==> config.mk <==
export PLATFORM = sky130hd
export DESIGN_NAME = margin_verify_cmd
export DESIGN_NICKNAME = d
export VERILOG_FILES = /design/src/rtl/margin_cmd_pkg.sv /design/src/rtl/margin_level_reg.sv /design/src/rtl/margin_verify_cmd.sv
export SDC_FILE = /design/constraint.sdc
export NUM_CORES = 1
export LEC_CHECK = 0
export BUFFER_PORTS_ARGS = -buffer_cell sky130_fd_sc_hd__buf_2
export CORE_MARGIN = 1
export CORE_UTILIZATION = 53
export DETAILED_ROUTE_END_ITERATION = 6
export PLACE_DENSITY = 0.81
export SYNTH_ARGS = -nofsm -noshare
export SYNTH_HDL_FRONTEND = slang
export SYNTH_SLANG_ARGS = --single-unit
==> constraint.sdc <==
create_clock -name clk_i -period 3 [get_ports clk_i]
set_clock_uncertainty 0.05 [all_clocks]
set_input_delay 0 -clock clk_i [delete_from_list [all_inputs] [get_ports clk_i]]
set_output_delay 0 -clock clk_i [all_outputs]
set_load 0.01 [all_outputs]
==> src/rtl/margin_cmd_pkg.sv <==
// Purpose: shared constants and carriers for the margin and section-verify command engine
// Assumes: 16-bit parameter words, 23-bit global address, one-word data flash reads at byte addresses
// Notes:   block map sizes are plain defaults; adjust for the real array
package margin_cmd_pkg;

    // command codes carried in the high byte of parameter word 0
    localparam logic [7:0] CMD_USER_MARGIN  = 8'h0d;
    localparam logic [7:0] CMD_FIELD_MARGIN = 8'h0e;
    localparam logic [7:0] CMD_SECT_VERIFY  = 8'h10;

    // word index expected at launch
    localparam logic [2:0] IDX_MARGIN = 3'h1;
    localparam logic [2:0] IDX_VERIFY = 3'h2;

    // margin settings
    localparam logic [15:0] LVL_NORMAL   = 16'h0000;
    localparam logic [15:0] LVL_USER_MAX = 16'h0002;
    localparam logic [15:0] LVL_FIELD_MAX = 16'h0004;
    localparam logic [2:0]  LVL_RESET    = 3'h0;

    // block map: global address [22:16] values
    localparam int          NUM_BLOCKS      = 2;
    localparam logic [6:0]  DFLASH_BLK_ID   = 7'h10;
    localparam logic [6:0]  PFLASH_BLK_ID   = 7'h7f;
    localparam logic [15:0] DFLASH_BASE     = 16'h0000;
    localparam logic [16:0] DFLASH_END      = 17'h01000; // one past last byte
    localparam int          DFLASH_IDX      = 0;
    localparam int          PFLASH_IDX      = 1;

    // erased-state word value
    localparam logic [15:0] ERASED_WORD = 16'hffff;

    // loaded parameter words
    typedef struct packed {
        logic [15:0] w0;
        logic [15:0] w1;
        logic [15:0] w2;
    } cmd_words_s;

    // error and verify flags reported back to the status register
    typedef struct packed {
        logic access_error;
        logic protection_violation;
        logic verify_error;
        logic verify_uncorrectable;
    } status_flags_s;

    // data flash read answer: ECC flags and data word
    typedef struct packed {
        logic        ecc_corrected;
        logic        ecc_uncorrectable;
        logic [15:0] data;
    } flash_rdata_s;

endpackage

==> src/rtl/margin_level_reg.sv <==
// Purpose: margin level holder for one flash block
// Assumes: level written only from the command engine clock domain
// Notes:   reset returns the block to normal reads
`timescale 1ns/10ps
module margin_level_reg
    import margin_cmd_pkg::*;
(
    input  wire logic       clk_i,
    input  wire logic       reset_i,
    input  wire logic       load_i,
    input  wire logic [2:0] level_i,
    output logic      [2:0] level_o
);

    logic [2:0] level_r;

    // level stays until reloaded or reset
    always_ff @(posedge clk_i or posedge reset_i)
    begin
        if (reset_i)
            level_r <= LVL_RESET;
        else if (load_i)
            level_r <= level_i;
    end

    assign level_o = level_r;

endmodule

==> src/rtl/margin_verify_cmd.sv <==
// Purpose: executes set user margin, set field margin and data flash section erase-verify
// Assumes: parameter words, index and launch come from the register file on this clock
// Notes:   launch is a one-cycle pulse for software clearing command_complete_flag
//
// Contract
// - code 0d sets user margin per block
// - apply user level, then set complete
// - user settings 0, 1, 2 only
// - user: index, mode, block, level errors
// - code 0e field margin, special mode only
// - apply field level, then set complete
// - field settings 0 through 4 accepted
// - field: same errors, no other flags
// - verify words: code, start, count layout
// - verify reads range, then sets complete
// - verify: index, mode, address errors
// - verify: odd start address is error
// - verify: range past block end error
// - verify sets verify flags on errors
// - clearing complete launches, set when done
`timescale 1ns/10ps
module margin_verify_cmd
    import margin_cmd_pkg::*;
(
    input  wire logic                clk_i,
    input  wire logic                reset_i,
    input  wire logic                launch_i,
    input  wire logic [2:0]          command_word_index_i,
    input  wire cmd_words_s          command_parameter_words_i,
    input  wire logic                special_mode_i,
    input  wire logic                cmd_allowed_i,
    output logic                     command_complete_flag_o,
    output status_flags_s            flags_o,
    output logic      [2:0]          dflash_margin_o,
    output logic      [2:0]          pflash_margin_o,
    output logic                     rd_req_o,
    output logic      [15:0]         rd_addr_o,
    input  wire logic                rd_ack_i,
    input  wire flash_rdata_s        rd_data_i
);

    typedef enum logic [1:0] {IDLE, READ, WAIT_ACK} state_e;

    state_e        state_r;
    state_e        state_nxt;
    logic          complete_r;
    status_flags_s flags_r;
    logic [15:0]   addr_r;
    logic [15:0]   remain_r;

    // field decode of the loaded words
    wire logic [7:0]  cmd_code  = command_parameter_words_i.w0[15:8];
    wire logic [6:0]  blk_id    = command_parameter_words_i.w0[6:0];
    wire logic [15:0] lvl       = command_parameter_words_i.w1;
    wire logic [15:0] start     = command_parameter_words_i.w1;
    wire logic [15:0] count     = command_parameter_words_i.w2;

    wire logic is_user   = (cmd_code == CMD_USER_MARGIN);
    wire logic is_field  = (cmd_code == CMD_FIELD_MARGIN);
    wire logic is_verify = (cmd_code == CMD_SECT_VERIFY);
    wire logic is_margin = is_user | is_field;

    wire logic blk_is_d  = (blk_id == DFLASH_BLK_ID);
    wire logic blk_is_p  = (blk_id == PFLASH_BLK_ID);
    wire logic blk_ok    = blk_is_d | blk_is_p;

    // user limits to 2, field to 4
    wire logic lvl_ok    = is_field ? (lvl <= LVL_FIELD_MAX) : (lvl <= LVL_USER_MAX);

    // field command only in special mode
    wire logic mode_ok   = cmd_allowed_i & (~is_field | special_mode_i);

    // byte span of the section, one word is two bytes; 17 bits to see overflow
    wire logic [16:0] span    = {count, 1'b0};
    // 18 bits: a full 16-bit count on a high start must not wrap back into range
    wire logic [17:0] sect_end = {2'b00, start} + {1'b0, span};
    wire logic in_dflash = (start >= DFLASH_BASE) & ({1'b0, start} < DFLASH_END);
    wire logic fits      = (sect_end <= {1'b0, DFLASH_END}) & (count != 16'h0000);

    // error on launch, per command
    wire logic margin_err = (command_word_index_i != IDX_MARGIN) | ~mode_ok | ~blk_ok | ~lvl_ok;
    wire logic verify_err = (command_word_index_i != IDX_VERIFY) | ~mode_ok | ~blk_is_d
                            | ~in_dflash | start[0] | ~fits;
    // unknown codes are refused too
    wire logic launch_err = is_margin ? margin_err : (is_verify ? verify_err : 1'b1);

    wire logic take       = launch_i & complete_r & (state_r == IDLE);
    wire logic apply_lvl  = take & is_margin & ~launch_err;
    wire logic start_ver  = take & is_verify & ~launch_err;
    wire logic last_word  = (remain_r == 16'h0001);
    wire logic word_bad   = (rd_data_i.data != ERASED_WORD) | rd_data_i.ecc_corrected
                            | rd_data_i.ecc_uncorrectable;
    // an answer counts in either read state, so an early ack is never lost
    wire logic reading    = (state_r == READ) | (state_r == WAIT_ACK);
    wire logic rd_take    = reading & rd_ack_i;

    // per-block margin holders, level held until reload or reset
    margin_level_reg u_dflash_lvl
    (
        .clk_i   (clk_i),
        .reset_i (reset_i),
        .load_i  (apply_lvl & blk_is_d),
        .level_i (lvl[2:0]),
        .level_o (dflash_margin_o)
    );

    margin_level_reg u_pflash_lvl
    (
        .clk_i   (clk_i),
        .reset_i (reset_i),
        .load_i  (apply_lvl & blk_is_p),
        .level_i (lvl[2:0]),
        .level_o (pflash_margin_o)
    );

    // verify walk: one read per word
    always_comb
    begin
        state_nxt = state_r;
        unique case (state_r)
            IDLE:     if (start_ver) state_nxt = READ;
            READ:     state_nxt = rd_ack_i ? (last_word ? IDLE : READ) : WAIT_ACK;
            WAIT_ACK: if (rd_ack_i) state_nxt = last_word ? IDLE : READ;
        endcase
    end

    always_ff @(posedge clk_i or posedge reset_i)
    begin
        if (reset_i)
            state_r <= IDLE;
        else
            state_r <= state_nxt;
    end

    // address and remaining-word counters
    always_ff @(posedge clk_i or posedge reset_i)
    begin
        if (reset_i)
        begin
            addr_r   <= 16'h0000;
            remain_r <= 16'h0000;
        end
        else if (start_ver)
        begin
            addr_r   <= start;
            remain_r <= count;
        end
        else if (rd_take)
        begin
            addr_r   <= addr_r + 16'h0002;
            remain_r <= remain_r - 16'h0001;
        end
    end

    // complete flag: low while busy, high when done; error completes at once
    always_ff @(posedge clk_i or posedge reset_i)
    begin
        if (reset_i)
            complete_r <= 1'b1;
        else if (take & (launch_err | apply_lvl))
            complete_r <= 1'b1;
        else if (take)
            complete_r <= 1'b0;
        else if (rd_take && last_word)
            complete_r <= 1'b1;
    end

    // status flags cleared at launch; protection flag never set here
    always_ff @(posedge clk_i or posedge reset_i)
    begin
        if (reset_i)
            flags_r <= '0;
        else if (take)
        begin
            flags_r                      <= '0;
            flags_r.access_error         <= launch_err;
        end
        else if (rd_take)
        begin
            if (word_bad)
                flags_r.verify_error         <= 1'b1;
            if (rd_data_i.ecc_uncorrectable)
                flags_r.verify_uncorrectable <= 1'b1;
        end
    end

    // read port; request held until acknowledged
    assign rd_req_o  = reading;
    assign rd_addr_o = addr_r;

    assign command_complete_flag_o = complete_r;
    assign flags_o                 = flags_r;

endmodule

== Word level (Yosys, flattened, before mapping) ==
Index checks and enable logic that the tools add are counted.

* ROM bits: 0
* Bits in writable memories: 0
* Logic and storage cells: 96
* Flip-flop bits (word level): 44
* Memories: 0
* Output and inout port bits: 28
* Latch bits: 0

* Multiply operators: 0
* Bitwise gates (word level): 36
* Add/subtract/negate cells: 3
* Div/mod/pow operators: 0
* Shifts and indexed selects: 0
* Eq/ne operators: 13
* Multiplexer cells: 19
* Reduce and logical (&&, ||, !) cells: 11
* Magnitude comparators: 5

{| class="wikitable"
|+ Operator list
! kind !! count
|-
| 16-bit 2-to-1 mux || 4
|-
| 16-bit by 17-bit adder with 18-bit output || 1
|-
| 18-bit by 13-bit less-or-equal comparator with 1-bit output (second input constant) || 1
|-
| 16-bit by 2-bit adder with 16-bit output (second input constant) || 1
|-
| 16-bit by 1-bit == test with 1-bit output (second input constant) || 1
|-
| 8-bit by 4-bit == test with 1-bit output (second input constant) || 2
|-
| 16-bit by 1-bit greater-or-equal comparator with 1-bit output (second input constant) || 1
|-
| 16-bit by 2-bit less-or-equal comparator with 1-bit output (second input constant) || 1
|-
| 16-bit by 3-bit less-or-equal comparator with 1-bit output (second input constant) || 1
|-
| 16-bit by 13-bit < comparator with 1-bit output (second input constant) || 1
|-
| 16-bit inequality test (second input constant) || 1
|-
| 16-bit nonzero test || 1
|-
| 16-bit by 1-bit subtractor with 16-bit output (second input constant) || 1
|-
| 1-bit OR || 15
|-
| 1-bit AND || 13
|-
| 2-bit 2-to-1 mux || 5
|-
| 1-bit 2-to-1 mux || 9
|-
| 8-bit by 5-bit == test with 1-bit output (second input constant) || 1
|-
| 1-bit inverter || 8
|-
| 2-bit nonzero test || 4
|-
| 7-bit by 5-bit == test with 1-bit output (second input constant) || 1
|-
| 7-bit == test (second input constant) || 1
|-
| 2-bit case mux with 3 select lines || 1
|-
| 2-bit AND reduction || 3
|-
| 8 further kinds || 9
|}

== Logic depth before layout (Yosys ltp) ==
Gate-level depths: netlist of the first run.

* Word-level depth: 17
* Gate-level depth with buffers: 11
* Gate-level depth less buffers: 10

== Hierarchy ==
A second synthesis of the first run with hierarchy kept.

* Cells, all modules: 379
* Area total of the unflattened synthesis: 3,609.7 µm²

{| class="wikitable"
|+ Modules (own cells, without submodules)
! module !! cells an instance !! area each (µm²) !! instances !! seq. area each (µm²)
|-
| margin_verify_cmd || 365 || 3,384.5 || 1 || 952.2
|-
| margin_level_reg || 7 || 112.6 || 2 || 75.1
|}

== Worst setup path before layout of the first run ==
OpenSTA, ideal clock, no wires.

* Kind: input -> register
* From: in command_parameter_words_i[0] (netlist name)
* To: reg addr_r[10], in the netlist rd_addr_o[10]
* Required time: 2,825 ps
* Setup slack: -147 ps
* Cell stages on the path: 11
* Data arrival time: 2,972 ps
* Buffers on the path: 1
* Cell sequence: ha_1 > fa_1 > a211oi_2 > o211ai_2 > nand4_1 > mux2_2 > or4_4 > nor4_4 > nand2_4 > buf_6 > mux2_4

* Longest elaborated chain between the ends: 10
* Elaborated cells between the ends (all ways): 12
* Classes of those cells: add/sub (1); order compare (1); mux (3); bitwise (5); reduce/logical (2)

{| class="wikitable"
|+ Ends and longest elaborated chain
! item !! RTL line !! source
|-
| start, declared || margin_verify_cmd.sv:29 || <nowiki>input wire cmd_words_s command_parameter_words_i,</nowiki>
|-
| 16-bit by 17-bit adder with 18-bit output || margin_verify_cmd.sv:76 || <nowiki>wire logic [17:0] sect_end = {2'b00, start} + {1'b0, span};</nowiki>
|-
| 18-bit by 13-bit less-or-equal comparator with 1-bit output || margin_verify_cmd.sv:78 || <nowiki>wire logic fits = (sect_end <= {1'b0, DFLASH_END}) & (count != 16'h0000);</nowiki>
|-
| 1-bit AND (*) || margin_verify_cmd.sv:78 ||
|-
| 1-bit inverter (*) || margin_verify_cmd.sv:83 || <nowiki>| ~in_dflash | start[0] | ~fits;</nowiki>
|-
| 1-bit OR (*) || margin_verify_cmd.sv:83 ||
|-
| 1-bit 2-to-1 mux (*) (2 in a row) || margin_verify_cmd.sv:85 || <nowiki>wire logic launch_err = is_margin ? margin_err : (is_verify ? verify_err : 1'b1);</nowiki>
|-
| 1-bit inverter (*) || margin_verify_cmd.sv:89 || <nowiki>wire logic start_ver = take & is_verify & ~launch_err;</nowiki>
|-
| 1-bit AND (*) || margin_verify_cmd.sv:89 ||
|-
| 16-bit 2-to-1 mux or 2-bit nonzero test (tied branches) || - ||
|-
| end signal, assigned || margin_verify_cmd.sv:145 || <nowiki>addr_r <= start;</nowiki>
|-
| end signal, assigned || margin_verify_cmd.sv:150 || <nowiki>addr_r <= addr_r + 16'h0002;</nowiki>
|-
| end, declared || margin_verify_cmd.sv:48 || <nowiki>logic [15:0] addr_r;</nowiki>
|}

Mark *: on every way between the ends. The rest lies on a longest branch, timed or not.
A chain may end at the register's enable or synchronous reset.

== Final worst setup path of the first run ==
* From: reg state_r[1]
* To: reg remain_r[0]

* Longest elaborated chain between the ends: 5
* Elaborated cells between the ends (all ways): 10
* Classes of those cells: eq/ne (2); mux (1); bitwise (5); reduce/logical (2)

{| class="wikitable"
|+ Ends and longest elaborated chain
! item !! RTL line !! source
|-
| start, declared || margin_verify_cmd.sv:44 || <nowiki>state_e state_r;</nowiki>
|-
| start signal, assigned || margin_verify_cmd.sv:132 || <nowiki>state_r <= state_nxt;</nowiki>
|-
| 2-bit zero test || margin_verify_cmd.sv:87 || <nowiki>wire logic take = launch_i & complete_r & (state_r == IDLE);</nowiki>
|-
| 1-bit AND || margin_verify_cmd.sv:87 ||
|-
| 1-bit AND (2 in a row) || margin_verify_cmd.sv:89 ||
|-
| 16-bit 2-to-1 mux or 2-bit nonzero test (tied branches) || - ||
|-
| end signal, assigned || margin_verify_cmd.sv:146 || <nowiki>remain_r <= count;</nowiki>
|-
| end signal, assigned || margin_verify_cmd.sv:151 || <nowiki>remain_r <= remain_r - 16'h0001;</nowiki>
|-
| end, declared || margin_verify_cmd.sv:49 || <nowiki>logic [15:0] remain_r;</nowiki>
|}

Several ways; a longest one is shown, not always the timed one.

==> flow_summary.yaml, run 1 <==
pwr:
  max-vdd-ir-drop_v: 0.000228
  power_frac_clock_pct: 18.7
  p_per_area_mw_per_mm2: 542
  p_int_uw: 1630
  power_frac_comb_pct: 45.3
  pwr-share-seq_pct: 36.0
  p_leak_uw: 0.00232
  switching_share_pct: 37.1
  p_sw_uw: 960
synthesis:
  synth_cells: 383
  yosysUniqueCellTypes: 61
  synth_seq_cells: 44
  synth-edff-count: 0
  syn_nets: 480
  synth.avg_cell_area_um2: 9.45
  ys_seq_area_share_pct: 30.4
  synth_ff_type: "dfrtp_1"
  synthArstFlopShare_pct: 100
  synth_area_mm2: 0.00362
  yosysWarnings: 0
die:
  die_h_um: 84.7
  ios: 103
  fp.dieW_um: 84.7
  die-area_mm2: 0.00717
  start_util_pct: 56.1
  rows: 29
  core-area_mm2: 0.00646
worst_setup_path:
  worst_r2r_path_depth: 10
  cp.arrival_ns: 3.05
  path_class: "register to register"
  critical_path.slowest_cell: "or4_4"
  worstSetupEndpointType: "register"
  cp_max_fo: 28
  critPathLaunchType: "register"
  r2r_slack_ns: 0.09
  critical_path.max_stage_delay_ns: 0.54
  path_cells: "inv_1 -> ha_1 -> and3_1 -> o2111a_1 -> nand4_1 -> or4_4 -> nor4_4 -> nand2_4 -> buf_12 -> mux2_4"
  reg2reg_from: "state_r[1]"
  r2r-end: "remain_r[0]"
  worstPathRequired_ns: 3.14
drt:
  vias: 3694
  drtIter0Drc: 275
  wl_per_cell_um: 17.7
  drt-total-wl_um: 10800
  post-route-drc-count: 0
  viasPerCell: 6.06
  firstDrtPassIters: 7
  final_antenna_net_count: 0
layout:
  syn_to_final_growth_pct: 32.0
  fin_cells: 610
  diodes: 0
  layout.nets: 629
  fin_area_mm2: 0.00478
  nFillCells: 482
  drive_gt1_share_pct: 33.8
sta:
  final-setup-viol-count: 0
  slew_headroom_pct: 62.1
  hold_violations: 0
  period_share_pct: 97.0
  tightest_slew_ns: 0.568
  rsz0062_at_grt: "false"
  slew_viol_final: 0
  period_needed_ns: 2.91
  fmax_mhz: 344
  fin_worst_hold_slack_ns: 0.0145
global_route:
  grt_overflow: 0
  grt_antenna_before_repair: 0
  grt_pass1_vias: 3675
  grt_max_degree: 45
  grt_usage_pct: 30.8
  grt_pass1_wl_um: 17500
flow_run:
  cap_violations: 0
hold_path:
  min_from: "command_parameter_words_i[21]"
  min_path_type: "input port to register"
  min_to: "rd_addr_o[5]"
  holdPathStages: 3
clock_tree:
  clk_pin_slew_worst_paths_ns: 0.09
  clockBufferDepth: 2
  htreeDepth: 2
  insertion_delay_ns: 0.30
  cts_tree: "yes"
  post-cts-setup-buffer-count: 0
  cts-buffers-inserted: 5
  cts_sinks: 44
  cts-root-buf: "clkbuf_8"
placed_design:
  place_area_mm2: 0.00439
  place_inst: 576
  hpwl_um: 8080
  portBuffers: 100
  gp_congestion: 0.943
outcome:
  outcome: "finished clean"
[logic make-up after synthesis]
| family | synth area share (%) |
|---|---|
| XOR/XNOR | 8.71 |
| adder cells (fa/ha/maj) | 7.81 |
| AO/OA/AOI/OAI | 13.0 |
| multiplexers | 12.7 |
| AND/OR/NAND/NOR | 24.4 |
| flip-flops | 30.4 |
| other | 0.104 |
| buffers and inverters | 2.90 |
[Yosys cell counts (3+ instances only)]
cell type / n / area share, %
nand2b_1: 6 / 1.0
xnor2_1: 19 / 4.6
ha_1: 21 / 7.3
and3_1: 10 / 1.7
nor4b_1: 4 / 0.97
dfrtp_1: 43 / 30
nor3_1: 11 / 1.5
or3_1: 3 / 0.52
o211ai_1: 3 / 0.62
inv_1: 12 / 1.2
nor2_1: 26 / 2.7
clkbuf_1: 4 / 0.41
nand3b_1: 3 / 0.62
and2_1: 3 / 0.52
o21ai_0: 12 / 1.7
a211o_1: 3 / 0.73
xor2_1: 17 / 4.1
a21o_1: 5 / 1.0
nand2_1: 32 / 3.3
mux2_2: 16 / 5.0
a21oi_1: 20 / 2.8
buf_2: 3 / 0.41
mux2_4: 18 / 7.5
a2111oi_0: 4 / 0.97
nor4_1: 12 / 2.1
nand4_1: 18 / 3.1
nand3_1: 12 / 1.7
[metrics by stage]
stage	utilization (%)	power, uW	TNS (ns)	setup WS [ns]
after floorplan	-	1680	-0.0138	-0.00129
final	74.0	2590	0	0.0895
after global placement	68.0	1990	0	0.00109
after CTS	73.9	2560	0	0.0797
after global routing	74.0	2730	0	0.00488
after detailed placement	68.0	2050	-1.62	-0.0733
[power by group through the flow]
stage          Clock, uW  Sequential [uW]  Combinational (uW)
6_report             484              932                1170
5_1_grt              506              956                1270
4_1_cts              487              927                1150
3_5_place_dp           0              938                1110
3_3_place_gp           0              926                1060
2_1_floorplan          0              928                 748
[sequential cells by signal, indices dropped and copies added, names as in the netlist]
| signal | cells |
|---|---|
| flags_o | 3 |
| u_dflash_lvl.level_o | 3 |
| state_r | 2 |
| remain_r | 16 |
| u_pflash_lvl.level_o | 3 |
| command_complete_flag_o | 1 |
| rd_addr_o | 16 |
[cell usage in the layout, fill, tap and decap left out, types with 2 or more instances in the layout]
cell / instances
and2_1: 3
a21o_1: 5
a211oi_1: 2
and3_1: 10
inv_1: 11
nand3_1: 12
a211o_1: 3
o21a_1: 2
nand4_1: 18
nand2_1: 32
a2111oi_0: 4
nand2b_1: 6
a21oi_1: 20
o21ai_0: 12
dfrtp_1: 43
nor3_1: 11
and4_1: 2
or3_1: 3
nor2_1: 26
ha_1: 20
nand4b_1: 2
o311ai_0: 2
buf_2: 100
nor4_4: 2
xnor2_1: 19
nor2b_1: 2
o211ai_1: 3
nor4b_1: 4
nor4_1: 12
mux2_2: 15
clkbuf_8: 6
mux2_4: 19
nand3b_1: 3
dlygate4sd3_1: 26
buf_4: 25
a31oi_1: 2
xor2_1: 17
[how the worst max path moves through the flow]
stage / start / to / slack (ns) / depth (start not counted)
finish: state_r[1] / remain_r[0] / 0.09 / 10
global route: state_r[0] / remain_r[11] / 0.005 / 10
CTS: state_r[0] / remain_r[13] / 0.08 / 10
detailed placement: command_parameter_words_i[17] / remain_r[10] / -0.07 / 12
global placement: command_parameter_words_i[17] / rd_addr_o[6] / 0.001 / 12
floorplan: command_parameter_words_i[0] / rd_addr_o[10] / -0.001 / 11
[layer usage]
layer,GRT usage (%),vias up,wire length (um)
li1,-,1730,-
met2,53.4,180,5220
met1,38.8,1758,4490
met5,0,-,0
met3,5.11,26,800
met4,11.1,0,275
[worst max-delay path: cells and delay by family (launching register included)]
kind,cells,cell delay [ns]
AO/OA/AOI/OAI,1,0.28
AND/OR/NAND/NOR,5,1.20
flip-flops,1,0.42
adder cells (fa/ha/maj),1,0.24
buffers and inverters,2,0.29
multiplexers,1,0.31
[what timing repair did]
action	in CTS	in global routing
resized for setup	0	1
hold buffers	26	0
setup endpoints to repair	0	25
endpoints found under the hold margin	68	0
[cell type report]
type / count / area, um2 / share of cell area (%)
multi-input combinational: 317 / 2450 / 51.2
sequential: 44 / 1100 / 23.1
timing repair buffer: 152 / 968 / 20.3
tap: 77 / 96.3 / 2.02
clock buffer: 6 / 82.6 / 1.73
inverter: 12 / 45.0 / 0.942
clock inverter: 2 / 38.8 / 0.811
Note: power is estimated with default switching activity, not from simulation.
==> run 2, diff against run 1 <==
Settings changed: HOLD_SLACK_MARGIN from default to 0.12, SYNTH_HIERARCHICAL from default to 1.
==> run 2 against run 1 <==
- the run now ends with design-rule violations left
- non-clock buffer count is 18 higher
- die area is 0.31% lower
- power is 4.1% higher
- via count is 2.6% higher
- cell count is 3.3% higher
- register-to-register slack better by 0.16 ns
- fmax is 1.8% higher
- routed wire length is 4.4% higher
- setup slack better by 0.051 ns
- critical endpoint is now remain_r[1]
- largest cell class unchanged
==> flow_summary.yaml, run 2 <==
placed_design:
  gp_congestion: 0.875
  hpwl_um: 8200
  dp_slack_ns: -0.256
  portBuffers: 100
hold_path:
  min_path_type: "input port to register"
  holdPathStages: 5
  min_from: "rd_data_i[4]"
  min_to: "flags_o[1]"
sta:
  hold_violations: 0
  period_needed_ns: 2.86
  final-setup-viol-count: 0
  slew_viol_final: 0
  period_share_pct: 95.3
  tightest_slew_ns: 0.736
  slew_headroom_pct: 50.5
  rsz0062_at_grt: "false"
  fin_ws_ns: 0.141
  fmax_mhz: 350
synthesis:
  synth_common_cells: "43 x dfrtp_1, 30 x nand2_1, 26 x nor2_1"
  synth_cells: 379
  netlist_top_cells_area: "dfrtp_1 30%, mux2_4 7.9%, ha_1 7.3%"
  ys_seq_area_share_pct: 30.5
  synth.avg_cell_area_um2: 9.52
  synth_ff_type: "dfrtp_1"
  yosysWarnings: 6
  synth_top_area_share_pct: 29.8
  synthArstFlopShare_pct: 100
  synth_area_mm2: 0.00361
  yosysTopAreaCell: "dfrtp_1"
  synth-edff-count: 0
  syn_nets: 476
  yosysUniqueCellTypes: 61
  synth.most_common_cell: "dfrtp_1"
  synth_seq_cells: 44
global_route:
  grt_pass1_wl_um: 17900
  grt_max_degree: 39
  grt_overflow: 0
  grt_usage_pct: 32.3
  grt_antenna_before_repair: 0
  grt_pass1_vias: 3793
worst_setup_path:
  critical_path.slowest_cell: "dlygate4sd3_1"
  setup.worst_path.start: "command_parameter_words_i[14]"
  r2r_slack_ns: 0.25
  worstPathRequired_ns: 3.14
  worstSetupEndpointType: "register"
  r2r-end: "remain_r[11]"
  cp.arrival_ns: 3.00
  reg2reg_from: "state_r[0]"
  crit_family: "buffers and inverters"
  path_cells: "dlygate4sd3_1 -> buf_2 -> ha_1 -> and4_1 -> nand3_1 -> a21boi_0 -> mux2_2 -> o41ai_4 -> buf_4 -> nand2_4 -> buf_12 -> mux2_4"
  path_class: "input port to register"
  critPathLaunchType: "input port"
  critical_path.max_stage_delay_ns: 0.53
  cp_max_fo: 12
  path_buf_inv: 4
  worst_r2r_path_depth: 9
pwr:
  pwr-share-seq_pct: 35.7
  p_int_uw: 1690
  power_frac_clock_pct: 17.6
  p_sw_uw: 1010
  power_frac_comb_pct: 46.7
  p_per_area_mw_per_mm2: 541
  max-vdd-ir-drop_v: 0.000471
  p_leak_uw: 0.00244
  power_uw: 2700
  switching_share_pct: 37.3
clock_tree:
  cts_tree: "yes"
  cts-buffers-inserted: 5
  htreeDepth: 2
  cts_sinks: 44
  clk_pin_slew_worst_paths_ns: 0.09
  insertion_delay_ns: 0.31
  clockBufferDepth: 2
  cts-root-buf: "clkbuf_8"
drt:
  final_antenna_net_count: 0
  post-route-drc-count: 4
  viasPerCell: 6.02
  vias: 3790
  firstDrtPassIters: 7
  drtIter0Drc: 187
  drt-total-wl_um: 11300
  wl_per_cell_um: 17.9
layout:
  layout.nets: 649
  diodes: 0
  final_cell_mix: "100 x buf_2, 43 x dfrtp_1, 36 x buf_4, 32 x dlygate4sd3_1, 30 x nand2_1"
  syn_to_final_growth_pct: 38.1
  drive_gt1_share_pct: 36.7
  mostFrequentLayoutCell: "buf_2"
die:
  die-area_mm2: 0.00714
  die_h_um: 84.5
  ios: 103
  start_util_pct: 55.9
  fp.dieW_um: 84.5
  core-area_mm2: 0.00646
  rows: 29
flow_run:
  cap_violations: 0
outcome:
  outcome: "finished with violations"
  violations: "design-rule violations"
## run 2: changes by cell type in the layout (fill, tap and decap cells not counted), sizes merged, moves of 3 or more
cell	before	now
nand4	18	10
a21boi	0	4
inv	11	17
nor4b	4	0
o21bai	1	4
buf	126	138
and3	10	4
nand2b	6	2
nand3	12	16
a31o	0	3
nor4	14	17
dlygate4sd3	26	32
## run 2: metrics by stage
step	cells	setup TNS, ns	util (%)	instance area, um2	hold slack, ns
after floorplan	379	-1.07	-	3670	-0.296
after global placement	590	-3.72	70.3	4540	-0.164
after detailed placement	590	-6.45	70.3	4540	-0.159
after CTS	630	0	77.0	4970	0.137
after global routing	630	0	77.2	4980	0.176
final	630	0	77.2	4980	0.146
## run 2: worst min-delay path, stage by stage
cell and delay, ns:
buf_2 0.10, nand2_1 0.05, nor4_1 0.04, a21oi_1 0.16, o21a_1 0.12
## run 2: worst max-delay path by stage
stage	endpoint	slack, ns	depth (start not counted)
after detailed placement	u_pflash_lvl/level_o[1]	-0.26	12
after global placement	u_pflash_lvl/level_o[2]	-0.14	12
after global routing	u_pflash_lvl/level_o[1]	0.01	11
final	remain_r[1]	0.14	12
after floorplan	u_pflash_lvl/level_o[0]	-0.12	11
after CTS	u_pflash_lvl/level_o[1]	0.08	12
## run 2: power by group through the flow
stage	Sequential (uW)	Clock (uW)	Combinational, uW
6_report	963	475	1260
5_1_grt	983	495	1350
4_1_cts	950	473	1230
3_5_place_dp	957	0	1150
3_3_place_gp	946	0	1120
2_1_floorplan	953	0	780
## run 2: layer usage
metal  GRT usage, %  wire (um)
met5              0          0
met4           15.1        471
met3           4.72        625
met2           56.2       5530
met1           39.3       4620
## run 2: logic make-up (layout without fill, tap and decap cells)
kind of cell	Yosys count	in the layout	synth area share, %
AOI/OAI and AO/OA	74	74	15.0
xor gates and xnor gates	36	36	8.73
adders and majority gates	22	22	7.83
buffers and inverters	20	194	2.60
DFF	44	44	30.5
muxes	34	34	12.6
other	1	1	0.104
and+or+nand+nor	148	148	22.6
## run 2: layout make-up
class                           instances  area (um2)
Multi-Input combinational cell        315        2480
Clock buffer                            5        68.8
Clock inverter                          3        46.3
Inverter                               16        60.1
Fill cell                             424        1480
Timing Repair Buffer                  170        1130
Tap cell                               77        96.3
Sequential cell                        44        1100
## run 2: timing repair
| item | in CTS | in global routing |
|---|---|---|
| resized for setup | 0 | 3 |
| setup endpoints to repair | 0 | 34 |
| hold endpoints to repair | 79 | 0 |
| hold buffers | 32 | 0 |
| buffers inserted | 0 | 0 |
==> run 3, diff against run 2 <==
Settings changed: CORE_UTILIZATION 53 to 40, PLACE_DENSITY 0.81 to 0.67.
Clock period 3 ns to 2.4 ns, I/O delays scaled along.
==> run 3 against run 2 <==
- the run ends with negative setup slack left
- via count increased by 9.5%
- sequential power grew 26%
- clock power increased by 32%
- count of clock-buffer cells in the layout increased by 1
- die area rose by 32%
- power up 38%
- final area grew 18%
- global-route usage fell by 4.6 points
- critical path depth up 1
- register-to-register slack lost 0.35 ns
- critical path type unchanged
- critical endpoint is now rd_addr_o[1]
- highest routed layer unchanged
==> flow_summary.yaml, run 3 (synthesized netlist as in run 2, its figures left out) <==
hold_path:
  min_to: "flags_o[1]"
  holdPathStages: 4
  min_path_type: "input port to register"
  min_from: "rd_data_i[14]"
sta:
  setup_tns_ns: -8.74
  period_share_pct: 113
  fmax_mhz: 367
  rsz0062_at_grt: "true"
  final-setup-viol-count: 34
  period_needed_ns: 2.72
  hold_violations: 0
  slew_headroom_pct: 58.2
  tightest_slew_ns: 0.622
  slew_viol_final: 0
  fin_ws_ns: -0.324
pwr:
  pwr-share-seq_pct: 32.6
  p_sw_uw: 1370
  power_frac_clock_pct: 16.8
  p_int_uw: 2350
  p_leak_uw: 0.00292
  p_per_area_mw_per_mm2: 631
  max-vdd-ir-drop_v: 0.000368
  power_frac_comb_pct: 50.5
  switching_share_pct: 36.7
placed_design:
  hpwl_um: 9220
  place_area_mm2: 0.00511
  gp_congestion: 0.912
  portBuffers: 100
die:
  rows: 34
  core-area_mm2: 0.00872
  die_h_um: 97.0
  ios: 103
  start_util_pct: 41.4
  fp.dieW_um: 97.0
  die-area_mm2: 0.00941
worst_setup_path:
  r2r-end: "remain_r[8]"
  critical_path.slowest_cell: "fa_2"
  path_cells: "buf_8 -> ha_4 -> fa_2 -> a21o_1 -> a21oi_2 -> mux2_4 -> a2111oi_4 -> a31oi_2 -> o41ai_4 -> buf_4 -> nand2_4 -> bufbuf_16 -> mux2_4"
  path_buf_inv: 3
  cp.arrival_ns: 2.87
  worstPathRequired_ns: 2.55
  critPathLaunchType: "input port"
  worst_r2r_path_depth: 11
  worstSetupEndpointType: "register"
  cpMostUsedCell: "mux2_4"
  crit_family: "compound AO/OA/AOI/OAI gates"
  reg2reg_from: "state_r[0]"
  critical_path.max_stage_delay_ns: 0.39
  r2r_slack_ns: -0.10
  cp_max_fo: 13
  path_class: "input port to register"
clock_tree:
  clk_pin_slew_worst_paths_ns: 0.09
  cts-buffers-inserted: 5
  htreeDepth: 2
  clockBufferDepth: 2
  cts_tree: "yes"
  insertion_delay_ns: 0.31
  cts-root-buf: "clkbuf_8"
  cts_sinks: 44
outcome:
  violations: "negative setup slack"
  outcome: "finished with violations"
drt:
  wl_met3_um: 602
  firstDrtPassIters: 7
  routed-wl-met2_um: 6760
  routed.top_layer: "met4"
  drtIter0Drc: 265
  post-route-drc-count: 0
  drt-total-wl_um: 13200
  final_antenna_net_count: 0
  wl_met1_um: 5290
  vias: 4151
  viasPerCell: 5.59
  wl_per_cell_um: 17.8
layout:
  fin_area_mm2: 0.00589
  final_cell_mix: "118 x buf_4, 97 x buf_2, 43 x dfrtp_1, 32 x dlygate4sd3_1, 29 x nand2_1"
  layout.nets: 731
  syn_to_final_growth_pct: 63.1
  fin_util_pct: 67.5
  drive_gt1_share_pct: 48.3
  mostFrequentLayoutCell: "buf_4"
  diodes: 0
global_route:
  grt_pass1_vias: 4329
  grt_usage_pct: 27.6
  grt_antenna_before_repair: 0
  grt_overflow: 0
  grt_max_degree: 39
  grt_pass1_wl_um: 21000
flow_run:
  cap_violations: 0
run 3: how the worst max path moves through the flow:
| stage | end | cells after the start | startpoint | slack [ns] |
|---|---|---|---|---|
| 2_1_floorplan | u_pflash_lvl/level_o[0] | 11 | command_parameter_words_i[0] | -0.72 |
| 3_3_place_gp | u_pflash_lvl/level_o[0] | 12 | command_parameter_words_i[0] | -0.73 |
| 3_5_place_dp | u_pflash_lvl/level_o[1] | 11 | command_parameter_words_i[17] | -0.82 |
| 4_1_cts | remain_r[3] | 13 | command_parameter_words_i[0] | -0.28 |
| 5_1_grt | rd_addr_o[11] | 15 | command_parameter_words_i[1] | -0.42 |
| 6_report | rd_addr_o[1] | 13 | command_parameter_words_i[17] | -0.32 |
run 3: power groups by stage:
stage | logic, uW | clock network (uW) | registers [uW]
after floorplan | 975 | 0 | 1190
after global placement | 1570 | 0 | 1190
after detailed placement | 1630 | 0 | 1200
after CTS | 1730 | 627 | 1180
after global routing | 2020 | 654 | 1240
final | 1880 | 626 | 1210
run 3: final cells by class:
| class | instances | area (um2) |
|---|---|---|
| fillers | 646 | 2830 |
| multi-input cells | 315 | 2660 |
| repair buffers | 252 | 1810 |
| flip-flops and latches | 44 | 1100 |
| well taps | 108 | 135 |
| clock buffers | 6 | 82.6 |
| inverters | 16 | 60.1 |
| clock inverters | 2 | 38.8 |
run 3: routing by layer:
metal | vias up | global-route usage, %
met3 | 48 | 4.26
met1 | 1987 | 32.0
li1 | 1935 | -
met5 | - | 0
met2 | 181 | 49.1
met4 | 0 | 13.9
run 3: per-stage QoR:
stage	cells	total power, uW	setup WS, ns	hold WS (ns)
floorplan	379	2170	-0.719	-0.296
global placement	694	2760	-0.733	-0.160
detailed placement	694	2820	-0.821	-0.150
CTS	741	3540	-0.281	0.147
global route	743	3910	-0.416	0.170
finish	743	3720	-0.324	0.153
run 3: repair_timing:
item / CTS / global route
pin swaps: 11 / 6
setup endpoints to repair: 42 / 42
gates resized for setup: 23 / 24
gates cloned: 2 / 0
setup buffers: 5 / 3
endpoints found under the hold margin: 77 / 0
hold buffers: 32 / 0
run 3: worst reg2reg max path: stages (launching register included):
cell and delay, ns:
dfrtp_1 0.35, inv_1 0.08, ha_4 0.28, buf_4 0.11, and2_1 0.18, nand2_1 0.10, nor3_1 0.32, buf_4 0.19
nand2b_1 0.07, nor4_1 0.25, xor2_1 0.14, mux2_4 0.27
